[config.mk]
export PLATFORM = sky130hd
export DESIGN_NAME = undervolt_ctrl
export DESIGN_NICKNAME = d
export VERILOG_FILES = /design/src/core/undervolt_pkg.sv /design/src/core/undervolt_ctrl.sv
export SDC_FILE = /design/constraint.sdc
export NUM_CORES = 1
export LEC_CHECK = 0
export BUFFER_PORTS_ARGS = -buffer_cell sky130_fd_sc_hd__buf_2
export CAP_MARGIN = 25
export CELL_PAD_IN_SITES_DETAIL_PLACEMENT = 1
export CELL_PAD_IN_SITES_GLOBAL_PLACEMENT = 2
export CORE_MARGIN = 2
export CORE_UTILIZATION = 24
export DETAILED_ROUTE_END_ITERATION = 10
export PLACE_DENSITY = 0.84
export SLEW_MARGIN = 15
export SYNTH_ARGS = -nofsm -noshare
export SYNTH_HDL_FRONTEND = slang
export SYNTH_SLANG_ARGS = --single-unit
[constraint.sdc]
create_clock -name i_clk -period 1.75 [get_ports i_clk]
set_input_delay 0 -clock i_clk [delete_from_list [all_inputs] [get_ports i_clk]]
set_output_delay 0 -clock i_clk [all_outputs]
set_load 0.03 [all_outputs]
[src/core/undervolt_pkg.sv]
package undervolt_pkg;

  // ----------------------------------------------------------------
  // Register map, word index on the Avalon address
  // ----------------------------------------------------------------
  localparam logic [2:0] ADDR_DETECT_CTRL = 3'h0;
  localparam logic [2:0] ADDR_WARN_PD_CTRL = 3'h1;
  localparam logic [2:0] ADDR_IRQ_STATUS = 3'h2;
  localparam logic [2:0] ADDR_IRQ_MASK = 3'h3;

  // ----------------------------------------------------------------
  // Field positions
  // ----------------------------------------------------------------
  localparam int BIT_DETECT_FLAG = 7;
  localparam int BIT_DETECT_ACK = 6;
  localparam int BIT_DETECT_IRQ_EN = 5;
  localparam int BIT_SAFE = 4;
  localparam int BIT_RESET_EN = 3;
  localparam int BIT_WARN_FLAG = 7;
  localparam int BIT_WARN_ACK = 6;
  localparam int BIT_PD_FLAG = 3;
  localparam int BIT_PD_ACK = 2;
  localparam int BIT_PD_ALLOW = 1;
  localparam int BIT_PD_SELECT = 0;
  localparam int EVT_DETECT = 0;
  localparam int EVT_WARN = 1;
  localparam int EVT_PD_RECOVER = 2;
  localparam int EVT_COUNT = 3;

  // ----------------------------------------------------------------
  // Reset values
  // ----------------------------------------------------------------
  localparam logic RST_RESET_EN_POR = 1'b1;
  localparam logic [EVT_COUNT-1:0] RST_IRQ_MASK = 3'h0;

  typedef enum logic [1:0] {
    ST_RUN = 2'b00,
    ST_STOP_POWERED = 2'b01,
    ST_STOP_FULL = 2'b10,
    ST_STOP_PARTIAL = 2'b11
  } stop_state_type;

  typedef struct packed {
    logic [2:0] address;
    logic read;
    logic write;
    logic [31:0] writedata;
    logic [3:0] byteenable;
  } avs_req_type;

  typedef struct packed {
    logic ack;
    logic [31:0] readdata;
    logic detect_flag;
    logic detect_irq_en;
    logic safe;
    logic reset_en;
    logic reset_en_locked;
    logic warn_flag;
    logic pd_flag;
    logic pd_allow;
    logic pd_select;
    logic pd_locked;
    logic pin_hold;
    stop_state_type stop_state;
    logic [EVT_COUNT-1:0] irq_status;
    logic [EVT_COUNT-1:0] irq_mask;
  } ctrl_state_type;

endpackage : undervolt_pkg

[src/core/undervolt_ctrl.sv]
`timescale 1ns/10ps
`default_nettype none
module undervolt_ctrl (
  input wire logic i_clk, // 40 MHz clock
  input wire logic i_rst_n, // Synchronous reset, active low
  input wire logic i_por, // Reset in progress is power-on
  input wire undervolt_pkg::avs_req_type i_avs, // Avalon request
  output logic [31:0] o_avs_readdata, // Avalon read data
  output logic o_avs_waitrequest, // Avalon wait
  input wire logic i_undervolt_detect_en, // Detection circuit enabled
  input wire logic i_undervolt_detect, // Detect comparator tripped
  input wire logic i_undervolt_warning, // Warning comparator tripped
  input wire logic i_below_rearm, // Supply below rearm_threshold
  input wire logic i_stop_req, // CPU requests stop
  input wire logic i_wake_req, // Pending interrupt or reset
  output logic o_detect_irq, // Detect interrupt request
  output logic o_reset_req, // System reset request
  output logic o_irq, // Detect interrupt or masked event interrupt
  output var undervolt_pkg::stop_state_type o_stop_mode, // Current stop mode
  output logic o_pin_hold // Pin states latched
);
  import undervolt_pkg::*;

  ctrl_state_type st_r;
  ctrl_state_type st_nxt;

  logic take;
  logic wr;
  logic [7:0] wbyte;
  logic wake_ok;

  // ----------------------------------------------------------------
  // Register readback
  // ----------------------------------------------------------------
  function automatic logic [31:0] read_word(input ctrl_state_type s, input logic [2:0] a);
    logic [31:0] d;
    d = 32'h0;
    unique case (a)
      ADDR_DETECT_CTRL: begin
        d[BIT_DETECT_FLAG] = s.detect_flag;
        d[BIT_DETECT_IRQ_EN] = s.detect_irq_en;
        d[BIT_SAFE] = s.safe;
        d[BIT_RESET_EN] = s.reset_en;
      end
      ADDR_WARN_PD_CTRL: begin
        d[BIT_WARN_FLAG] = s.warn_flag;
        d[BIT_PD_FLAG] = s.pd_flag;
        d[BIT_PD_ALLOW] = s.pd_allow;
        d[BIT_PD_SELECT] = s.pd_select;
      end
      ADDR_IRQ_STATUS: begin
        d[EVT_COUNT-1:0] = s.irq_status;
      end
      ADDR_IRQ_MASK: begin
        d[EVT_COUNT-1:0] = s.irq_mask;
      end
      default: begin
        d = 32'h0;
      end
    endcase
    return d;
  endfunction : read_word

  // ----------------------------------------------------------------
  // Next state
  // ----------------------------------------------------------------
  always_comb begin
    st_nxt = st_r;
    take = (i_avs.read | i_avs.write) & ~st_r.ack;
    wr = i_avs.write & st_r.ack & i_avs.byteenable[0];
    wbyte = i_avs.writedata[7:0];
    // Wake is suppressed while below rearm with safe set so a sagging supply cannot bounce
    wake_ok = i_wake_req & ~(st_r.safe & i_below_rearm);

    // One wait state: readdata is captured in the first cycle
    st_nxt.ack = take;
    if (take && i_avs.read) begin
      st_nxt.readdata = read_word(st_r, i_avs.address);
    end

    // Software writes
    if (wr) begin
      unique case (i_avs.address)
        ADDR_DETECT_CTRL: begin
          if (wbyte[BIT_DETECT_ACK]) begin
            st_nxt.detect_flag = 1'b0;
          end
          st_nxt.detect_irq_en = wbyte[BIT_DETECT_IRQ_EN];
          st_nxt.safe = wbyte[BIT_SAFE];
          if (!st_r.reset_en_locked) begin
            st_nxt.reset_en = wbyte[BIT_RESET_EN];
            st_nxt.reset_en_locked = 1'b1;
          end
        end
        ADDR_WARN_PD_CTRL: begin
          if (wbyte[BIT_WARN_ACK] && !i_undervolt_warning) begin
            st_nxt.warn_flag = 1'b0;
          end
          if (wbyte[BIT_PD_ACK]) begin
            st_nxt.pd_flag = 1'b0;
            st_nxt.pin_hold = 1'b0;
          end
          if (!st_r.pd_locked) begin
            st_nxt.pd_allow = wbyte[BIT_PD_ALLOW];
            st_nxt.pd_select = wbyte[BIT_PD_SELECT];
            st_nxt.pd_locked = 1'b1;
          end
        end
        ADDR_IRQ_STATUS: begin
          st_nxt.irq_status = st_r.irq_status & ~wbyte[EVT_COUNT-1:0];
        end
        ADDR_IRQ_MASK: begin
          st_nxt.irq_mask = wbyte[EVT_COUNT-1:0];
        end
        default: begin
          st_nxt.irq_mask = st_r.irq_mask;
        end
      endcase
    end

    // Hardware sets come after the writes so a set wins over a clear
    if (i_undervolt_detect_en && i_undervolt_detect) begin
      st_nxt.detect_flag = 1'b1;
      if (!st_r.detect_flag) begin
        st_nxt.irq_status[EVT_DETECT] = 1'b1;
      end
    end
    // Level sensitive, so a supply already low at reset sets it at once
    if (i_undervolt_warning) begin
      st_nxt.warn_flag = 1'b1;
      if (!st_r.warn_flag) begin
        st_nxt.irq_status[EVT_WARN] = 1'b1;
      end
    end

    // ----------------------------------------------------------------
    // Stop mode sequencing
    // ----------------------------------------------------------------
    unique case (st_r.stop_state)
      ST_RUN: begin
        if (i_stop_req) begin
          if (!st_r.pd_allow) begin
            st_nxt.stop_state = ST_STOP_POWERED;
          end else if (st_r.pd_select) begin
            st_nxt.stop_state = ST_STOP_PARTIAL;
          end else begin
            st_nxt.stop_state = ST_STOP_FULL;
          end
        end
      end
      ST_STOP_POWERED: begin
        if (wake_ok) begin
          st_nxt.stop_state = ST_RUN;
        end
      end
      ST_STOP_FULL: begin
        if (wake_ok) begin
          st_nxt.stop_state = ST_RUN;
        end
      end
      ST_STOP_PARTIAL: begin
        // Pins freeze on entry so outputs survive the register power-down
        st_nxt.pin_hold = 1'b1;
        if (wake_ok) begin
          st_nxt.stop_state = ST_RUN;
          st_nxt.pd_flag = 1'b1;
          st_nxt.irq_status[EVT_PD_RECOVER] = 1'b1;
        end
      end
    endcase

    // ----------------------------------------------------------------
    // Reset
    // ----------------------------------------------------------------
    if (!i_rst_n) begin
      st_nxt.ack = 1'b0;
      st_nxt.readdata = 32'h0;
      st_nxt.detect_flag = 1'b0;
      st_nxt.detect_irq_en = 1'b0;
      st_nxt.safe = 1'b0;
      st_nxt.reset_en_locked = 1'b0;
      // Only power-on restores it, so a detect reset cannot disarm itself
      st_nxt.reset_en = i_por ? RST_RESET_EN_POR : st_r.reset_en;
      st_nxt.warn_flag = 1'b0;
      st_nxt.pd_flag = 1'b0;
      st_nxt.pd_allow = 1'b0;
      st_nxt.pd_select = 1'b0;
      st_nxt.pd_locked = 1'b0;
      st_nxt.pin_hold = 1'b0;
      st_nxt.stop_state = ST_RUN;
      st_nxt.irq_status = RST_IRQ_MASK;
      st_nxt.irq_mask = RST_IRQ_MASK;
    end
  end

  always_ff @(posedge i_clk) begin
    st_r <= st_nxt;
  end

  // ----------------------------------------------------------------
  // Outputs
  // ----------------------------------------------------------------
  assign o_avs_waitrequest = (i_avs.read | i_avs.write) & ~st_r.ack;
  assign o_avs_readdata = st_r.readdata;
  assign o_detect_irq = st_r.detect_irq_en & st_r.detect_flag;
  assign o_reset_req = st_r.reset_en & st_r.detect_flag;
  assign o_irq = o_detect_irq | (|(st_r.irq_status & st_r.irq_mask));
  assign o_stop_mode = st_r.stop_state;
  assign o_pin_hold = st_r.pin_hold;

endmodule : undervolt_ctrl
`default_nettype wire

==> out/qor.txt <==
Status = complete, no violations
Layout cells sized above 1 = 22.8%
Gr ovfl total = 0
Post-synthesis sequential area ratio = 35.1%
Startpoint class of the critical path = flop
RSZ-0062 raised after global routing = no
CP required = 1.93 ns
R2R depth = 5
IO buf count = 35
DR DRC count = 0
Rows = 29
Total Wirelength = 3.70 mm
Root Driver = clkbuf_8
GRT Resource Usage Total = 10.4%
Pre-antenna DRT Iters = 4
MaxCap Viol Count = 0
Synth top area share = 33.2%
Setup tns final = 0 ns
Switching share of power = 30.5%
Initial core utilization = 24.7%
Switch Pwr = 0.380 mW
Ys Warns = 0
CTS tree = yes
Post-CTS sizing = 0
Xor/xnor share of the synthesized area = 0%
Largest net degree at the start of global routing = 19
Largest cells by area after synthesis = dfxtp_1 (33%), buf_4 (17%), nand2_1 (3.8%), a21oi_1 (3.5%), mux2i_1 (3.2%)
Register area = 551 um2
Clk_lat worst skew = 0.28 ns
Wire length on met2 = 1.75 mm
Nets = 259
WL/cell = 13.1 um
Non-Filler Instances = 283
Longest Clk Path Bufs = 2
Filler instances = 770
Routed via count = 1255
N_diodes = 0
Post-synth EDFFs = 1
Area taken by multi-input logic gates = 792 um2
#FFs+latches synth = 27
Sink Count = 27
Mux contribution to synthesized area = 6.30%
Cell taking the most area after synthesis = dfxtp_1
Synth Area in Simple Gates = 19.1%
Synth async-reset ratio = 0%
Highest clock rate = 719 MHz
Netlist cell types = 43
Largest family of logic cells by synthesized area = buffers and inverters
Int Power = 0.866 mW
Worst setup EP type = flop
IO Count = 89
Prevailing post-synth register cell = dfxtp_1
HPWL after DPL = 2.98 mm
Slew Limit Fails = 0
Worst-path clk slew = 0.10 ns
Die width = 84.8 um
GP Congestion = 0.763
Compound-Gate Fraction of Synth Area = 17.6%
Pwr Density = 713 nW/um2
Average size of a mapped cell = 8.91 um2
Seq pwr share = 51.8%
Most common cell after layout, fill and taps aside = buf_2
# setup viols final = 0
Leakage = 0.783 nW
Min Clock Period, post-route = 1.39 ns
Max_slew headroom = 61.1%
Hold path depth = 3
Most frequent cells in the layout = buf_2 (35), dfxtp_1 (26), conb_1 (25)
Mapped Cells = 176
Final hold violation count = 0
Comb pwr share = 18.9%
CTS Buf Count = 3
Core area = 6350 um2
Worst min path class = in -> reg
Arr. time, crit path = 1.58 ns
Wl on met1 = 1.69 mm
Initial antenna violation count = 0
Highest routed layer = met4
Clock share of power = 29.3%
Least-Margin Pin Slew = 0.582 ns
Die footprint = 7190 um2
Part of the cycle the worst path needs = 79.5%
Via density = 4.43
CP Class = reg -> reg
Worst VDD drop = 247 uV
Antenna-violating nets left = 0
H-tree depth = 1
Clock Skews = 0.00456 ns
Max FO, Critical Path = 4
Die Ht = 84.8 um
First-pass GRT wire length = 5.98 mm
Layout area overhead = 11.6%
Met3 wire len = 206 um
Initial detailed-routing violation count = 29
Synthesized area = 1570 um2
Vias in the first global route = 1251
Cell count after placement = 273
Adder-cell share of the synthesized area = 1.60%
[path summary, 6_finish.rpt]
check,startpoint,to,slack [ns]
max,o_stop_mode[0]$_SDFFE_PN0P_,o_stop_mode[0]$_SDFFE_PN0P_,0.36
min,i_avs[5],st_r[1]$_SDFFE_PN0P_,0.004
max reg2reg,o_stop_mode[0]$_SDFFE_PN0P_,o_stop_mode[0]$_SDFFE_PN0P_,0.36
min reg2reg,o_avs_readdata[4]$_SDFFE_PN0P_,o_avs_readdata[4]$_SDFFE_PN0P_,0.45
[registers in the layout, summed over array words and instances, names as in the netlist]
register	flops
o_avs_readdata	7
st_r	17
o_stop_mode	2
o_pin_hold	1
[critical path, cell delays in order, from the launching register on]
cell and delay, ns:
dfxtp_1 0.39, inv_1 0.07, ha_1 0.29, nor2_1 0.22, o32ai_1 0.13, o21a_1 0.20
[per-layer routing]
| metal | global-route usage (%) | vias up |
|---|---|---|
| li1 | - | 624 |
| met1 | 13.4 | 588 |
| met2 | 16.8 | 38 |
| met3 | 1.95 | 5 |
| met4 | 5.05 | 0 |
| met5 | 0 | - |
[repair_timing]
item	CTS	global route
buffers inserted	0	0
hold endpoints to repair	7	1
hold buffers	5	1
[per-stage QoR]
step | cell area [um2] | setup slack, ns | hold WS (ns) | total power, mW | utilization [%]
finish | 1750 | 0.359 | 0.00369 | 1.25 | 27.5
global route | 1750 | 0.194 | 0.0186 | 1.31 | 27.5
CTS | 1740 | 0.354 | 0.000222 | 1.25 | 27.4
detailed placement | 1640 | 0.373 | 0.225 | 0.886 | 25.9
global placement | 1640 | 0.415 | 0.217 | 0.880 | 25.9
floorplan | 1660 | 0.508 | 0.100 | 0.875 | -
[power by group through the flow]
stage	clock, mW	combinational [mW]	sequential [mW]
detailed placement	0	0.226	0.660
floorplan	0	0.219	0.656
finish	0.365	0.236	0.645
CTS	0.372	0.235	0.645
global route	0.408	0.256	0.648
global placement	0	0.221	0.659
[cells in the mapped netlist (all sizes together) (2+ instances only)]
cell and number:
mux2i 5, nand3 4, nor2 7, nand2 16
o21ai 6, buf 39, nand4b 5, nand2b 3
dfxtp 26, nor3 2, a22o 3, a21o 2
nor2b 5, nor4 2, mux2 4, a32o 2
a311oi 3, a31oi 3, and2 2, o21a 3
a21oi 11, o32ai 2, inv 6, ha 2
[cell type report]
type,instances,area share [%]
Sequential cell,27,31.5
Tap cell,77,5.51
Multi-Input combinational cell,127,45.3
Clock buffer,4,2.58
Timing Repair Buffer,42,13.9
Inverter,6,1.29
[logic make-up after synthesis]
logic type      after synthesis
compound gates               40
fa+ha+maj                     2
buf+inv                      46
flops                        27
mux                           9
other cells                   1
simple gates                 51
(Power assumes the default switching activity.)
